===== src/logic/iqf_pkg.sv =====
package iqf_pkg;

    localparam logic [5:0] ADDR_CTRL_A   = 6'h18;
    localparam logic [5:0] ADDR_CTRL_B   = 6'h19;
    localparam logic [5:0] ADDR_DIVIDER  = 6'h1a;

    localparam logic [7:0] RST_CTRL_A    = 8'h12;
    localparam logic [7:0] RST_CTRL_B    = 8'h07;
    localparam logic [7:0] RST_DIVIDER   = 8'h01;

    localparam int         B_FOUR_WIRE   = 7;
    localparam int         B_WORD_WIDTH  = 3;
    localparam int         B_DRIVE_LSB   = 0;
    localparam int         DIV_BITS      = 4;

    localparam logic [6:0] PAYLOAD_BITS  = 7'h50;
    localparam logic [3:0] INLINE_GAP    = 4'h9;
    localparam logic [1:0] RST_CNT_MAX   = 2'h3;

    // Field order matches the control register, bit 7 first
    typedef struct packed {
        logic alternate_gain_bytes;
        logic append_gain_bytes;
        logic inline_framing;
        logic frame_marker_hiz;
        logic frame_marker_polarity;
        logic frame_marker_late;
        logic bit_clock_hiz;
        logic bit_clock_polarity;
    } iqf_ctrl_a_t;

    typedef struct packed {
        logic [79:0] bits;
        logic [6:0]  len;
    } iqf_frame_t;

    typedef enum logic [2:0] {
        ST_IDLE  = 3'b001,
        ST_LEAD  = 3'b010,
        ST_SHIFT = 3'b100
    } iqf_state_t;

endpackage


===== src/logic/iqf_bit_clock_gen.sv =====
// Bit clock divider: one clock phase lasts div master clock cycles
`timescale 1ns/1ps
module iqf_bit_clock_gen
    import iqf_pkg::*;
(
    input  wire logic                mclk_i,
    input  wire logic                rst_n_i,
    input  wire logic                ce_i,
    input  wire logic [DIV_BITS-1:0] div_i,
    output logic                     level_o,
    output logic                     rise_o
);

    logic [DIV_BITS-1:0] cnt_reg;
    logic [DIV_BITS-1:0] cnt_next;
    logic                level_reg;
    logic                level_next;
    logic                rise_reg;
    logic                rise_next;
    logic [DIV_BITS-1:0] last;

    always_comb begin
        // A zero divisor would stop the link, so it runs as one
        last       = (div_i == '0) ? '0 : div_i - 4'h1;
        cnt_next   = cnt_reg;
        level_next = level_reg;
        rise_next  = 1'b0;
        if (ce_i) begin
            if (cnt_reg >= last) begin
                cnt_next   = '0;
                level_next = ~level_reg;
                rise_next  = ~level_reg;
            end else begin
                cnt_next = cnt_reg + 4'h1;
            end
        end else begin
            rise_next = rise_reg;
        end
    end

    always_ff @(posedge mclk_i or negedge rst_n_i) begin
        if (!rst_n_i) begin
            cnt_reg   <= '0;
            level_reg <= 1'b0;
            rise_reg  <= 1'b0;
        end else begin
            cnt_reg   <= cnt_next;
            level_reg <= level_next;
            rise_reg  <= rise_next;
        end
    end

    assign level_o = level_reg;
    assign rise_o  = rise_reg;

    property p_rise_on_level_up;
        @(posedge mclk_i) disable iff (!rst_n_i)
        (ce_i && $rose(level_reg)) |-> rise_reg;
    endproperty
    a_rise_on_level_up: assert property (p_rise_on_level_up)
        else $error("rise pulse missing when bit clock goes high");

endmodule // iqf_bit_clock_gen


===== src/logic/iqf_serial_framer.sv =====
// Serial output framer: packs I, Q and gain bytes and shifts them out
`timescale 1ns/1ps
module iqf_serial_framer
    import iqf_pkg::*;
(
    input  wire logic        mclk_i,
    input  wire logic        rst_n_i,
    input  wire logic        ce_i,
    input  wire logic        reg_wr_i,
    input  wire logic [5:0]  reg_addr_i,
    input  wire logic [7:0]  reg_wdata_i,
    output logic      [7:0]  reg_rdata_o,
    input  wire logic        sample_strobe_i,
    input  wire logic [23:0] i_sample_i,
    input  wire logic [23:0] q_sample_i,
    input  wire logic [7:0]  atten_i,
    input  wire logic [5:0]  strength_i,
    input  wire logic        mod_reset_evt_i,
    input  wire logic        gain_loop_variant_i,
    input  wire logic        readback_active_i,
    input  wire logic        readback_bit_i,
    output logic             frame_marker_out_o,
    output logic             frame_marker_oe_o,
    output logic             serial_bit_clock_out_o,
    output logic             serial_bit_clock_oe_o,
    output logic             primary_serial_out_o,
    output logic             secondary_serial_out_o,
    output logic      [2:0]  output_drive_level_o
);

    // Builds the payload left aligned, MSB first
    function automatic iqf_frame_t build_frame(input logic [23:0] i_w, input logic [23:0] q_w,
                                               input logic wide, input logic [1:0] extra,
                                               input logic [15:0] gain_w, input logic inl);
        iqf_frame_t  f;
        logic [63:0] raw;
        logic [3:0]  nbytes;
        logic [7:0]  b;
        raw    = '0;
        nbytes = wide ? 4'h6 : 4'h4;
        if (wide)
            raw = {i_w, q_w, 16'h0000};
        else
            raw = {i_w[23:8], q_w[23:8], 32'h00000000};
        if (extra == 2'h2) begin
            raw[(wide ? 15 : 31) -: 16] = gain_w;
            nbytes = nbytes + 4'h2;
        end else if (extra == 2'h1) begin
            raw[(wide ? 15 : 31) -: 8] = gain_w[15:8];
            nbytes = nbytes + 4'h1;
        end
        f.bits = '1;
        if (inl) begin
            for (int k = 0; k < 8; k++) begin
                b = raw[63 - 8*k -: 8];
                f.bits[79 - 10*k -: 10] = {1'b0, b, 1'b1};
            end
            f.len = 7'({nbytes, 3'b000}) + 7'({3'b000, nbytes, 1'b0});
        end else begin
            f.bits[79 -: 64] = raw;
            f.len = 7'({nbytes, 3'b000});
        end
        return f;
    endfunction

    iqf_ctrl_a_t       ctrl_a_reg;
    iqf_ctrl_a_t       ctrl_a_next;
    logic [7:0]        ctrl_b_reg;
    logic [7:0]        ctrl_b_next;
    logic [7:0]        div_reg;
    logic [7:0]        div_next;
    logic [7:0]        rdata_reg;
    logic [7:0]        rdata_next;

    iqf_state_t        state_reg;
    iqf_state_t        state_next;
    iqf_frame_t        pend_reg;
    iqf_frame_t        pend_next;
    logic              pending_reg;
    logic              pending_next;
    logic [79:0]       shreg_reg;
    logic [79:0]       shreg_next;
    logic [6:0]        left_reg;
    logic [6:0]        left_next;
    logic [3:0]        gap_reg;
    logic [3:0]        gap_next;
    logic [1:0]        rst_cnt_reg;
    logic [1:0]        rst_cnt_next;
    logic              alt_sel_reg;
    logic              alt_sel_next;
    logic              data_reg;
    logic              data_next;
    logic              fs_reg;
    logic              fs_next;
    logic              fs_oe_reg;
    logic              fs_oe_next;
    logic              fs_pin_reg;
    logic              fs_pin_next;
    logic              ck_reg;
    logic              ck_oe_reg;
    logic              sec_reg;
    logic              sec_next;
    logic [2:0]        drive_reg;

    logic              bit_level;
    logic              bit_rise;
    logic              wide;
    logic              early;
    logic [1:0]        extra;
    logic [7:0]        atten_byte;
    logic [7:0]        status_byte;
    logic [15:0]       gain_word;
    logic [1:0]        rst_cnt_bump;

    iqf_bit_clock_gen u_bit_clock (
        .mclk_i  (mclk_i),
        .rst_n_i (rst_n_i),
        .ce_i    (ce_i),
        .div_i   (div_reg[DIV_BITS-1:0]),
        .level_o (bit_level),
        .rise_o  (bit_rise)
    );

    // Register file
    always_comb begin
        ctrl_a_next = ctrl_a_reg;
        ctrl_b_next = ctrl_b_reg;
        div_next    = div_reg;
        rdata_next  = rdata_reg;
        if (ce_i) begin
            if (reg_wr_i) begin
                case (reg_addr_i)
                    ADDR_CTRL_A:  ctrl_a_next = iqf_ctrl_a_t'(reg_wdata_i);
                    ADDR_CTRL_B:  ctrl_b_next = reg_wdata_i;
                    ADDR_DIVIDER: div_next    = {4'h0, reg_wdata_i[DIV_BITS-1:0]};
                    default:      ctrl_a_next = ctrl_a_reg;
                endcase
            end
            case (reg_addr_i)
                ADDR_CTRL_A:  rdata_next = 8'(ctrl_a_reg);
                ADDR_CTRL_B:  rdata_next = ctrl_b_reg;
                ADDR_DIVIDER: rdata_next = div_reg;
                default:      rdata_next = 8'h00;
            endcase
        end
    end

    always_ff @(posedge mclk_i or negedge rst_n_i) begin
        if (!rst_n_i) begin
            ctrl_a_reg <= iqf_ctrl_a_t'(RST_CTRL_A);
            ctrl_b_reg <= RST_CTRL_B;
            div_reg    <= RST_DIVIDER;
            rdata_reg  <= 8'h00;
        end else begin
            ctrl_a_reg <= ctrl_a_next;
            ctrl_b_reg <= ctrl_b_next;
            div_reg    <= div_next;
            rdata_reg  <= rdata_next;
        end
    end

    // Frame content
    always_comb begin
        wide         = ctrl_b_reg[B_WORD_WIDTH] & ~gain_loop_variant_i;
        early        = ~ctrl_a_reg.frame_marker_late | ctrl_a_reg.inline_framing;
        extra        = !ctrl_a_reg.append_gain_bytes ? 2'h0 :
                       (ctrl_a_reg.alternate_gain_bytes ? 2'h1 : 2'h2);
        atten_byte   = atten_i;
        status_byte  = {rst_cnt_reg, strength_i};
        if (extra == 2'h1)
            gain_word = alt_sel_reg ? {status_byte[7:1], 1'b1, 8'h00}
                                    : {atten_byte[7:1], 1'b0, 8'h00};
        else
            gain_word = {atten_byte, status_byte};
        rst_cnt_bump = (rst_cnt_reg == RST_CNT_MAX) ? RST_CNT_MAX : rst_cnt_reg + 2'h1;
    end

    // Capture and shift
    always_comb begin
        state_next   = state_reg;
        pend_next    = pend_reg;
        pending_next = pending_reg;
        shreg_next   = shreg_reg;
        left_next    = left_reg;
        gap_next     = gap_reg;
        rst_cnt_next = rst_cnt_reg;
        alt_sel_next = alt_sel_reg;
        data_next    = data_reg;
        fs_next      = fs_reg;
        if (ce_i) begin
            if (sample_strobe_i) begin
                pend_next    = build_frame(i_sample_i, q_sample_i, wide, extra, gain_word,
                                           ctrl_a_reg.inline_framing);
                pending_next = 1'b1;
                if (extra != 2'h0 && !(extra == 2'h1 && !alt_sel_reg))
                    rst_cnt_next = '0;
                if (extra == 2'h1)
                    alt_sel_next = ~alt_sel_reg;
            end
            // A reset event in the reporting cycle still counts
            if (mod_reset_evt_i)
                rst_cnt_next = (rst_cnt_next == '0) ? 2'h1 : rst_cnt_bump;
            if (bit_rise) begin
                case (state_reg)
                    ST_IDLE: begin
                        data_next = 1'b1;
                        fs_next   = 1'b0;
                        if (gap_reg != '0) begin
                            gap_next = gap_reg - 4'h1;
                        end else if (pending_reg) begin
                            pending_next = sample_strobe_i;
                            fs_next      = ~ctrl_a_reg.inline_framing;
                            if (early && !ctrl_a_reg.inline_framing) begin
                                state_next = ST_LEAD;
                                shreg_next = pend_reg.bits;
                                left_next  = pend_reg.len;
                            end else begin
                                state_next = ST_SHIFT;
                                data_next  = pend_reg.bits[79];
                                shreg_next = {pend_reg.bits[78:0], 1'b1};
                                left_next  = pend_reg.len - 7'h01;
                            end
                        end
                    end
                    ST_LEAD, ST_SHIFT: begin
                        fs_next = 1'b0;
                        if (left_reg == '0) begin
                            state_next = ST_IDLE;
                            data_next  = 1'b1;
                            gap_next   = ctrl_a_reg.inline_framing ? INLINE_GAP : '0;
                        end else begin
                            state_next = ST_SHIFT;
                            data_next  = shreg_reg[79];
                            shreg_next = {shreg_reg[78:0], 1'b1};
                            left_next  = left_reg - 7'h01;
                        end
                    end
                    default: state_next = ST_IDLE;
                endcase
            end
        end
    end

    always_comb begin
        fs_oe_next = ~ctrl_a_reg.inline_framing | ~ctrl_a_reg.frame_marker_hiz;
        // Inline framing holds the marker low whatever its polarity
        fs_pin_next = ctrl_a_reg.inline_framing ? 1'b0
                      : fs_next ^ ctrl_a_reg.frame_marker_polarity;
        sec_next   = ctrl_b_reg[B_FOUR_WIRE] & readback_active_i & readback_bit_i;
    end

    always_ff @(posedge mclk_i or negedge rst_n_i) begin
        if (!rst_n_i) begin
            state_reg   <= ST_IDLE;
            pend_reg    <= '0;
            pending_reg <= 1'b0;
            shreg_reg   <= '1;
            left_reg    <= '0;
            gap_reg     <= '0;
            rst_cnt_reg <= '0;
            alt_sel_reg <= 1'b0;
            data_reg    <= 1'b1;
            fs_reg      <= 1'b0;
            fs_oe_reg   <= 1'b0;
            fs_pin_reg  <= 1'b0;
            ck_reg      <= 1'b0;
            ck_oe_reg   <= 1'b0;
            sec_reg     <= 1'b0;
            drive_reg   <= RST_CTRL_B[B_DRIVE_LSB +: 3];
        end else if (ce_i) begin
            state_reg   <= state_next;
            pend_reg    <= pend_next;
            pending_reg <= pending_next;
            shreg_reg   <= shreg_next;
            left_reg    <= left_next;
            gap_reg     <= gap_next;
            rst_cnt_reg <= rst_cnt_next;
            alt_sel_reg <= alt_sel_next;
            data_reg    <= data_next;
            fs_reg      <= fs_next;
            fs_oe_reg   <= fs_oe_next;
            fs_pin_reg  <= fs_pin_next;
            ck_reg      <= bit_level ^ ctrl_a_reg.bit_clock_polarity;
            ck_oe_reg   <= ~ctrl_a_reg.bit_clock_hiz;
            sec_reg     <= sec_next;
            drive_reg   <= ctrl_b_reg[B_DRIVE_LSB +: 3];
        end
    end

    assign frame_marker_out_o     = fs_pin_reg;
    assign frame_marker_oe_o      = fs_oe_reg;
    assign serial_bit_clock_out_o = ck_reg;
    assign serial_bit_clock_oe_o  = ck_oe_reg;
    assign primary_serial_out_o   = data_reg;
    assign secondary_serial_out_o = sec_reg;
    assign output_drive_level_o   = drive_reg;
    assign reg_rdata_o            = rdata_reg;

    property p_idle_high;
        @(posedge mclk_i) disable iff (!rst_n_i)
        (state_reg == ST_IDLE) |-> data_reg;
    endproperty
    a_idle_high: assert property (p_idle_high)
        else $error("data line not high while idle");

    property p_inline_marker;
        @(posedge mclk_i) disable iff (!rst_n_i)
        (ce_i && ctrl_a_reg.inline_framing) |=> (fs_oe_reg == !$past(ctrl_a_reg.frame_marker_hiz));
    endproperty
    a_inline_marker: assert property (p_inline_marker)
        else $error("marker enable wrong under inline framing");

    property p_clock_float;
        @(posedge mclk_i) disable iff (!rst_n_i)
        ce_i |=> (ck_oe_reg == !$past(ctrl_a_reg.bit_clock_hiz));
    endproperty
    a_clock_float: assert property (p_clock_float)
        else $error("bit clock enable does not follow its control");

    property p_lead_marker;
        @(posedge mclk_i) disable iff (!rst_n_i)
        (state_reg == ST_LEAD) |-> (fs_reg && data_reg && !ctrl_a_reg.inline_framing);
    endproperty
    a_lead_marker: assert property (p_lead_marker)
        else $error("early marker slot wrong");

    property p_reset_saturate;
        @(posedge mclk_i) disable iff (!rst_n_i)
        (ce_i && mod_reset_evt_i && !sample_strobe_i) |=>
            (rst_cnt_reg == (($past(rst_cnt_reg) == 2'h3) ? 2'h3 : $past(rst_cnt_reg) + 2'h1));
    endproperty
    a_reset_saturate: assert property (p_reset_saturate)
        else $error("reset count not counting or not saturating");

    property p_plain_len;
        @(posedge mclk_i) disable iff (!rst_n_i)
        (ce_i && sample_strobe_i && !ctrl_a_reg.inline_framing && extra == 2'h2) |=>
            (pend_reg.len == ($past(wide) ? 7'd64 : 7'd48));
    endproperty
    a_plain_len: assert property (p_plain_len)
        else $error("plain frame length wrong");

    property p_inline_len;
        @(posedge mclk_i) disable iff (!rst_n_i)
        (ce_i && sample_strobe_i && ctrl_a_reg.inline_framing && extra == 2'h0) |=>
            (pend_reg.len + 7'd9 == ($past(wide) ? 7'd69 : 7'd49));
    endproperty
    a_inline_len: assert property (p_inline_len)
        else $error("inline frame length wrong");

    property p_alt_lsb;
        @(posedge mclk_i) disable iff (!rst_n_i)
        (ce_i && sample_strobe_i && !ctrl_a_reg.inline_framing && extra == 2'h1 && !wide) |=>
            (pend_reg.bits[40] == $past(alt_sel_reg));
    endproperty
    a_alt_lsb: assert property (p_alt_lsb)
        else $error("alternating byte marker bit wrong");

    property p_inline_gap;
        @(posedge mclk_i) disable iff (!rst_n_i)
        (ce_i && bit_rise && state_reg == ST_SHIFT && left_reg == '0 &&
         ctrl_a_reg.inline_framing) |=> (gap_reg == 4'h9 && data_reg);
    endproperty
    a_inline_gap: assert property (p_inline_gap)
        else $error("inline idle gap not started");

endmodule // iqf_serial_framer


===== config.mk =====
export PLATFORM = sky130hd
export DESIGN_NAME = iqf_serial_framer
export DESIGN_NICKNAME = d
export VERILOG_FILES = /design/src/logic/iqf_pkg.sv /design/src/logic/iqf_bit_clock_gen.sv /design/src/logic/iqf_serial_framer.sv
export SDC_FILE = /design/constraint.sdc
export NUM_CORES = 1
export LEC_CHECK = 0
export BUFFER_PORTS_ARGS = -buffer_cell sky130_fd_sc_hd__buf_2
export CAP_MARGIN = 10
export CORE_MARGIN = 3
export CORE_UTILIZATION = 54
export DETAILED_ROUTE_END_ITERATION = 10
export GPL_TIMING_DRIVEN = 1
export PLACE_DENSITY = 0.77
export SLEW_MARGIN = 15
export SYNTH_ARGS = -nofsm -noshare
export SYNTH_HDL_FRONTEND = slang
export SYNTH_SLANG_ARGS = --single-unit
export TNS_END_PERCENT = 50

===== constraint.sdc =====
create_clock -name mclk_i -period 1.9 [get_ports mclk_i]
set_input_delay 0.19 -clock mclk_i [delete_from_list [all_inputs] [get_ports mclk_i]]
set_output_delay 0.19 -clock mclk_i [all_outputs]
set_load 0.05 [all_outputs]

-- Word level (Yosys, flattened, before mapping)
Index checks and enable logic that the tools add are counted.
W data, S select, Z words.
- flip-flop bits (word level): 229
- input bits: 85
- output and inout port bits: 17
- add/subtract/negate cells: 10
- order comparisons: 1
- equality and inequality tests: 14
- shifts and indexed selects: 4
- multiplexer cells: 65
- bitwise gates (word level): 14
- reductions and logical operators: 23
- operators with widths (kind ; count):
    $mux W64 ; 5
    $mux W80 ; 4
    $pmux W80 S2 ; 1
    $bwmux W64 ; 2
    $shift A16 B33 Y79 const A ; 1
    $shiftx A16 B33 Y79 ; 1
    $shift A8 B33 Y71 const A ; 1
    $shiftx A8 B33 Y71 ; 1
    $mux W16 ; 3
    $mux W48 ; 1
    $mux W4 ; 9
    $mux W7 ; 5
    $neg A5 Y33 ; 1
    $pmux W8 S3 ; 1
    $eq A6 B5 Y1 const B ; 3
    $mux W2 ; 9
    $mux W1 ; 15
    $reduce_and A3 Y1 ; 5
    $pmux W7 S2 ; 1
    $sub A7 B1 Y7 const B ; 2
    $mux W3 ; 4
    $ne A2 B2 Y1 const B ; 5
    $pmux W4 S2 ; 1
    $sub A4 B1 Y4 const B ; 2
    other kinds (30) ; 48

-- Logic depth before layout (Yosys ltp)
Gate-level depths: netlist of run 1.
- depth after elaboration: 12
- gate-level depth with buffers: 10

-- Modules after synthesis
From an unflattened synthesis of run 1, not the netlist that was laid out.
- cell total of the unflattened synthesis: 1182
- area, all modules: 12394.4 um^2
- by module, submodules not included (module ; instances ; cells an instance ; area each (um^2) ; seq. area each (um^2)):
    iqf_serial_framer ; 1 ; 1139 ; 11984.0 ; 5644.2
    iqf_bit_clock_gen ; 1 ; 43 ; 410.4 ; 150.1

-- Least setup slack after synthesis of run 1
No wires, ideal clock.
- kind: reg-to-reg
- start: register state_reg[0]
- end: register gap_reg[0]
- setup time: 0.126 ns
- arrival time: 1.930 ns
- required time: 1.774 ns
- path slack: -0.156 ns
- cell stages (with the launch flop): 6
- clock period less this slack: 2.056 ns
- path through: dfstp_2 > clkbuf_2 > or3b_1 > buf_2 > a2111o_1 > a221o_1
- cells in the longest elaborated chain, start to end: 4
- elaborated cells on any way between the ends: 9
- classes of those cells: eq/ne (5); mux (1); reduce/logical (3)
- ends and longest elaborated chain (item ; RTL line ; RTL):
    from (decl) ; iqf_serial_framer.sv:75 ; iqf_state_t state_reg;
    from (signal assigned) ; iqf_serial_framer.sv:271 ; state_reg <= state_next;
    $eq A3 B2 Y1 / $eq A3 B3 Y1 (equally long branches) ; iqf_serial_framer.sv:204 ; case (state_reg)
    $reduce_or A2 Y1 ; iqf_serial_framer.sv:204 ;
    $ne A2 B2 Y1 (no line) / $reduce_bool A2 Y1 (equally long branches) ; - ;
    $reduce_and A5 Y1 (no line) ; - ;
    to (signal assigned) ; iqf_serial_framer.sv:276 ; gap_reg <= gap_next;
    to (decl) ; iqf_serial_framer.sv:85 ; logic [3:0] gap_reg;
Several ways; a longest one is shown, not always the timed one.
A chain may end at the register's enable or synchronous reset.

-- Final worst setup path of run 1
Ends and elaborated chain as after synthesis.

==> results.json, run 1 <==
{
  "gr-total-overflow": 0,
  "critPathCaptureType": "flop",
  "start_kind": "flop",
  "critPathCapture": "gap_reg[0]",
  "power_leakage_nw": 7.09,
  "drtAntennaViolNets": 0,
  "num-fill-cells": 1519,
  "worstPathRequired_ns": 2.31,
  "reg2regPathDepth": 4,
  "dpl.cell_count": 1648,
  "cp_max_fo": 6,
  "drc_errors": 0,
  "worst_slew_pin_slew_ns": 0.524,
  "antenna_found_initial": 0,
  "largest_reg_flops": 85,
  "gp_congestion": 0.868,
  "finalMaxSlewViolations": 0,
  "final_hold_viol_count": 0,
  "die_w_um": 154,
  "r2r-end": "gap_reg[0]",
  "postSynth.asyncResetShare_pct": 100,
  "cts_root_buffer": "clkbuf_16",
  "cts_made_buffers": 25,
  "final-setup-viol-count": 75,
  "fin_cells": 1740,
  "yosys_most_used_dff": "dfrtp_1",
  "fp.dieH_um": 154,
  "cts_tree": "built",
  "final_layout_size_suffix_gt1_share_pct": 31.5,
  "hold_class": "in -> reg",
  "status": "complete, but fails checks",
  "grt_max_degree": 74,
  "clk_pin_slew_worst_paths_ns": 0.06,
  "crit_path_cell_trace": "or3b_4, buf_6, a2111o_1, a221o_1",
  "r2r_setup_slack_ns": -0.11,
  "portBuffers": 101,
  "yosysTopAreaCell": "dfrtp_1",
  "die-area_sq_um": 23900,
  "worst_slack_ns": -0.110,
  "cts.sink_count": 227,
  "powerDensity_nw_per_um2": 1130,
  "final_cell_mix": "nand2_1 (269), dfrtp_1 (134), nor2_1 (125)",
  "drt-pass1-iter-count": 5,
  "grt_use_total_pct": 26.7,
  "syn2layout_area_growth_pct": 28.4,
  "grt_pass1_wl_mm": 53.0,
  "violations": "negative setup slack",
  "register_area_sq_um": 5800,
  "htreeDepth": 1,
  "ys_seq_area_share_pct": 48.7,
  "max_freq_mhz": 497,
  "antennaDiodeCount": 0,
  "grt_pass1_vias": 10300,
  "netlist_area_sq_um": 11900,
  "row_count": 53,
  "route.met3.wl_mm": 2.29,
  "drt_iter0_markers": 733,
  "synthCells": 1289,
  "viasPerCell": 6.11,
  "vias": 10600,
  "wl_met1_mm": 14.4,
  "clkLatencyLatePin_ns": 0.53,
  "fin_crit_ns": 2.01,
  "yosys-top-cells-area": "dfrtp_1 (29%), dfstp_2 (20%), nand2_1 (8.5%)",
  "nNetsFinal": 1545,
  "pin_count": 102,
  "synth_edf_count": 0,
  "wl_met2_mm": 16.4,
  "syn-num-nets": 1387,
  "critPathLaunch": "state_reg[0]",
  "timing.rr.start": "state_reg[0]",
  "drv_cap": 0,
  "fin_skew_ns": 0.0138,
  "hold_ws_ns": 0.0160,
  "avgSynthCellArea_sq_um": 9.24,
  "cpPeakStageDelay_ns": 0.52,
  "wirelength_mm": 34.0,
  "slowest_stage": "dfstp_2",
  "crit_arrival_ns": 2.42,
  "routed.top_layer": "met4",
  "total_power_mw": 17.2,
  "layout_commonest_cell": "nand2_1",
  "post_drt_wl_per_cell_um": 19.6,
  "synth_cell_type_count": 61,
  "core_area_sq_um": 21400,
  "start_util_pct": 55.8,
  "vdd.ir_drop.worst_mv": 0.757,
  "worstSetupPathType": "reg -> reg",
  "fin_crit_sh_pct": 106,
  "hpwl_mm": 20.9,
  "ys.warnings.count": 0,
  "grt_setup_unrepaired": "true",
  "clockBufferDepth": 3,
  "relSlewSlack_pct": 65.0,
  "netlist.area_leader.share_pct": 28.6,
  "multi_input_area_sq_um": 6220,
  "ys_seq_elements": 227
}
## synthesized netlist by cell type (8+ instances only)
cell         n
o211ai_1    10
mux2i_1     53
nor3_1      14
ha_1        13
clkbuf_1    67
and2_1       8
o2bb2ai_1    8
mux2_2      22
dfrtp_1    136
a21o_1      80
nand2b_1     8
o21ai_0     79
a22o_1      18
xnor2_1      8
inv_1       18
nor2_1     129
buf_2       23
dfstp_2     91
buf_1       11
o21a_1      15
a311oi_1    77
nand2_1    270
a21oi_1     44
## critical path: cells and delay by family, from the launching register on
| kind | cells | cell delay (ns) |
|---|---|---|
| AOI/OAI and AO/OA | 2 | 0.82 |
| DFF | 1 | 0.52 |
| and+or+nand+nor | 1 | 0.42 |
| buffers and inverters | 1 | 0.14 |
## kinds of logic after synthesis
| logic type | synth area share, % |
|---|---|
| AOI/OAI and AO/OA | 22.0 |
| xor gates and xnor gates | 1.10 |
| adders and majority gates | 1.37 |
| buffers and inverters | 4.07 |
| DFF | 48.7 |
| muxes | 6.54 |
| and+or+nand+nor | 16.2 |
## metrics by stage
stage / setup WS [ns] / setup TNS (ns) / util (%) / cell area, sq um
3_3_place_gp: -0.0960 / -5.44 / 62.4 / 13300
6_report: -0.110 / -3.36 / 71.6 / 15300
5_1_grt: -0.158 / -8.66 / 71.6 / 15300
3_5_place_dp: -0.281 / -14.85 / 62.4 / 13300
2_1_floorplan: -0.0708 / -2.29 / - / 12000
4_1_cts: -0.0782 / -0.180 / 68.8 / 14700
## worst min path at each step
stage,startpoint,to,slack (ns),cells after the start
after floorplan,rst_n_i,alt_sel_reg,-0.11,0
after global placement,rst_n_i,pend_reg[79],0.18,1
after detailed placement,rst_n_i,pend_reg[77],0.18,1
after CTS,i_sample_i[9],pend_reg[69],0.004,3
after global routing,i_sample_i[22],pend_reg[85],0.03,3
final,i_sample_i[9],pend_reg[69],0.02,3
## area by class of cell
class,count,share of cell area [%]
Sequential cell,227,37.9
Clock buffer,38,4.81
Inverter,19,0.467
Timing Repair Buffer,233,13.6
Clock inverter,7,0.254
Tap cell,275,2.25
Multi-Input combinational cell,941,40.7
## repair_timing
action,in CTS,in global routing
endpoints found under the hold margin,96,0
pin swaps,2,11
gates resized for setup,42,74
setup buffers,1,6
gates cloned,1,8
hold buffers,31,0
endpoints found under the setup margin,89,98
## power by group
group | switching, mW | total, mW | internal [mW]
Clock | 1.99 | 4.64 | 2.66
Combinational | 2.99 | 5.37 | 2.38
Sequential | 0.812 | 7.20 | 6.38
## routing by layer
| layer | GRT usage [%] | up-vias |
|---|---|---|
| met1 | 37.1 | 5284 |
| met5 | 0 | - |
| met4 | 7.82 | 0 |
| met2 | 42.9 | 392 |
| met3 | 4.98 | 73 |
| li1 | - | 4879 |
(Power assumes the default switching activity.)
==> run 2, diff against run 1 <==
- CORE_UTILIZATION: 54 -> 65
- PLACE_DENSITY: 0.77 -> 0.87
- clock period: 1.9 -> 2.45 ns (I/O delays scaled with it)
==> results.json, run 2 (synthesis gave the netlist of run 1 again) <==
{
  "status": "completed",
  "cts_tree": "built",
  "path_buf_inv": 3,
  "total_power_mw": 12.3,
  "layout_commonest_cell": "nand2_1",
  "r2r_setup_slack_ns": 0.06,
  "gp_congestion": 0.879,
  "cts_made_buffers": 24,
  "fp.dieH_um": 141,
  "reg2regPathDepth": 9,
  "pin_count": 102,
  "final_hold_viol_count": 0,
  "portBuffers": 101,
  "multi_input_area_sq_um": 5660,
  "final-setup-viol-count": 0,
  "clkLatencyLatePin_ns": 0.52,
  "drc_errors": 0,
  "fin_skew_ns": 0.00839,
  "max_freq_mhz": 419,
  "antenna_found_initial": 0,
  "num-fill-cells": 1171,
  "timing.rr.start": "left_reg[0]",
  "clockBufferDepth": 3,
  "die-area_sq_um": 20000,
  "grt_use_total_pct": 30.8,
  "crit_arrival_ns": 2.84,
  "cts.sink_count": 227,
  "drt-pass1-iter-count": 5,
  "cpPeakStageDelay_ns": 0.49,
  "row_count": 48,
  "finalMaxSlewViolations": 0,
  "register_area_sq_um": 5800,
  "hold_end": "pend_reg[76]",
  "gr-total-overflow": 0,
  "powerDensity_nw_per_um2": 905,
  "die_w_um": 141,
  "r2r-end": "shreg_reg[59]",
  "worstPathRequired_ns": 2.91,
  "wirelength_mm": 31.3,
  "worst_slack_ns": 0.0631,
  "fin_crit_ns": 2.39,
  "worst_slew_pin_slew_ns": 0.854,
  "core_area_sq_um": 17600,
  "final_cell_mix": "nand2_1 (269), dfrtp_1 (135), nor2_1 (128)",
  "grt_setup_unrepaired": "true",
  "final_layout_size_suffix_gt1_share_pct": 22.0,
  "antennaDiodeCount": 0,
  "fin_crit_sh_pct": 97.4,
  "vias": 10400,
  "vdd.ir_drop.worst_mv": 0.653,
  "largest_reg_flops": 85,
  "worstSetupPathType": "reg -> reg",
  "pre_cts_ws_ns": 0.166,
  "slowest_stage": "a211oi_1",
  "grt_max_degree": 88,
  "post_drt_wl_per_cell_um": 19.5,
  "start_util_pct": 67.7,
  "hpwl_mm": 20.3,
  "critical_path.top_delay_family": "compound AO/OA/AOI/OAI gates",
  "syn2layout_area_growth_pct": 14.5,
  "hold_class": "in -> reg",
  "relSlewSlack_pct": 42.9,
  "nNetsFinal": 1459,
  "drv_cap": 0,
  "critPathCaptureType": "flop",
  "worstHoldStart": "i_sample_i[13]",
  "cp_max_fo": 47,
  "cts.repair.resized": 0,
  "clk_pin_slew_worst_paths_ns": 0.06,
  "start_kind": "flop",
  "hold_depth": 3,
  "cpMostUsedCell": "buf_12",
  "cts_root_buffer": "clkbuf_16",
  "crit_path_cell_trace": "inv_1, ha_1, nor4b_1, a211oi_1, o21ai_4, buf_12, buf_12, a311oi_1, a21o_1",
  "power_leakage_nw": 6.51,
  "viasPerCell": 6.48,
  "drtAntennaViolNets": 0,
  "htreeDepth": 1,
  "grt_pass1_vias": 10200,
  "drt_iter0_markers": 1042,
  "grt_pass1_wl_mm": 50.7
}
## run 2: power breakdown
group | internal, mW | leakage [nW] | switching, mW | total, mW
Clock | 2.13 | 0.381 | 1.49 | 3.62
Sequential | 4.95 | 2.65 | 0.659 | 5.61
Combinational | 1.24 | 3.48 | 1.86 | 3.10
## run 2: final cells by class
class	count	area share [%]
multi-input cells	941	41.5
inverters	19	0.523
flip-flops and latches	227	42.5
clock inverters	5	0.386
repair buffers	148	7.64
clock buffers	39	5.34
well taps	225	2.07
## run 2: worst max path at each step
stage / startpoint / endpoint / slack (ns) / cells past startpoint
after floorplan: state_reg[0] / gap_reg[0] / 0.39 / 5
after global placement: left_reg[0] / left_reg[5] / 0.23 / 8
after detailed placement: left_reg[0] / left_reg[5] / 0.17 / 8
after CTS: left_reg[0] / left_reg[5] / 0.13 / 8
after global routing: left_reg[0] / shreg_reg[59] / -0.05 / 9
final: left_reg[0] / shreg_reg[59] / 0.06 / 9
## run 2: per-stage QoR
stage	hold slack, ns	utilization [%]	setup TNS [ns]	std cells	instance area, sq um
global placement	0.298	72.4	0	1550	12700
floorplan	-0.0506	-	0	1289	11900
finish	0.00677	77.5	0	1604	13600
detailed placement	0.304	72.4	0	1550	12700
global route	0.0271	77.5	-0.133	1604	13600
CTS	0.000809	77.3	0	1603	13600
## run 2: worst reg2reg max path, cell delays in order, from the launching register on
cell and delay [ns]:
dfrtp_1 0.39, inv_1 0.07, ha_1 0.25, nor4b_1 0.17, a211oi_1 0.49, o21ai_4 0.15, buf_12 0.17, buf_12 0.18
a311oi_1 0.33, a21o_1 0.13
## run 2: layer usage
layer	share of wire (%)	wire length (um)	vias up	track usage [%]
met5	0	0	-	0
met3	8.2	2550	87	5.56
met4	3.0	941	0	9.99
li1	-	-	4697	-
met1	40	12400	5120	41.5
met2	49	15400	484	51.1
## run 2: timing repair
action,CTS,global route
endpoints found under the setup margin,0,1
buffers inserted,0,1
hold buffers,9,0
hold endpoints to repair,62,0
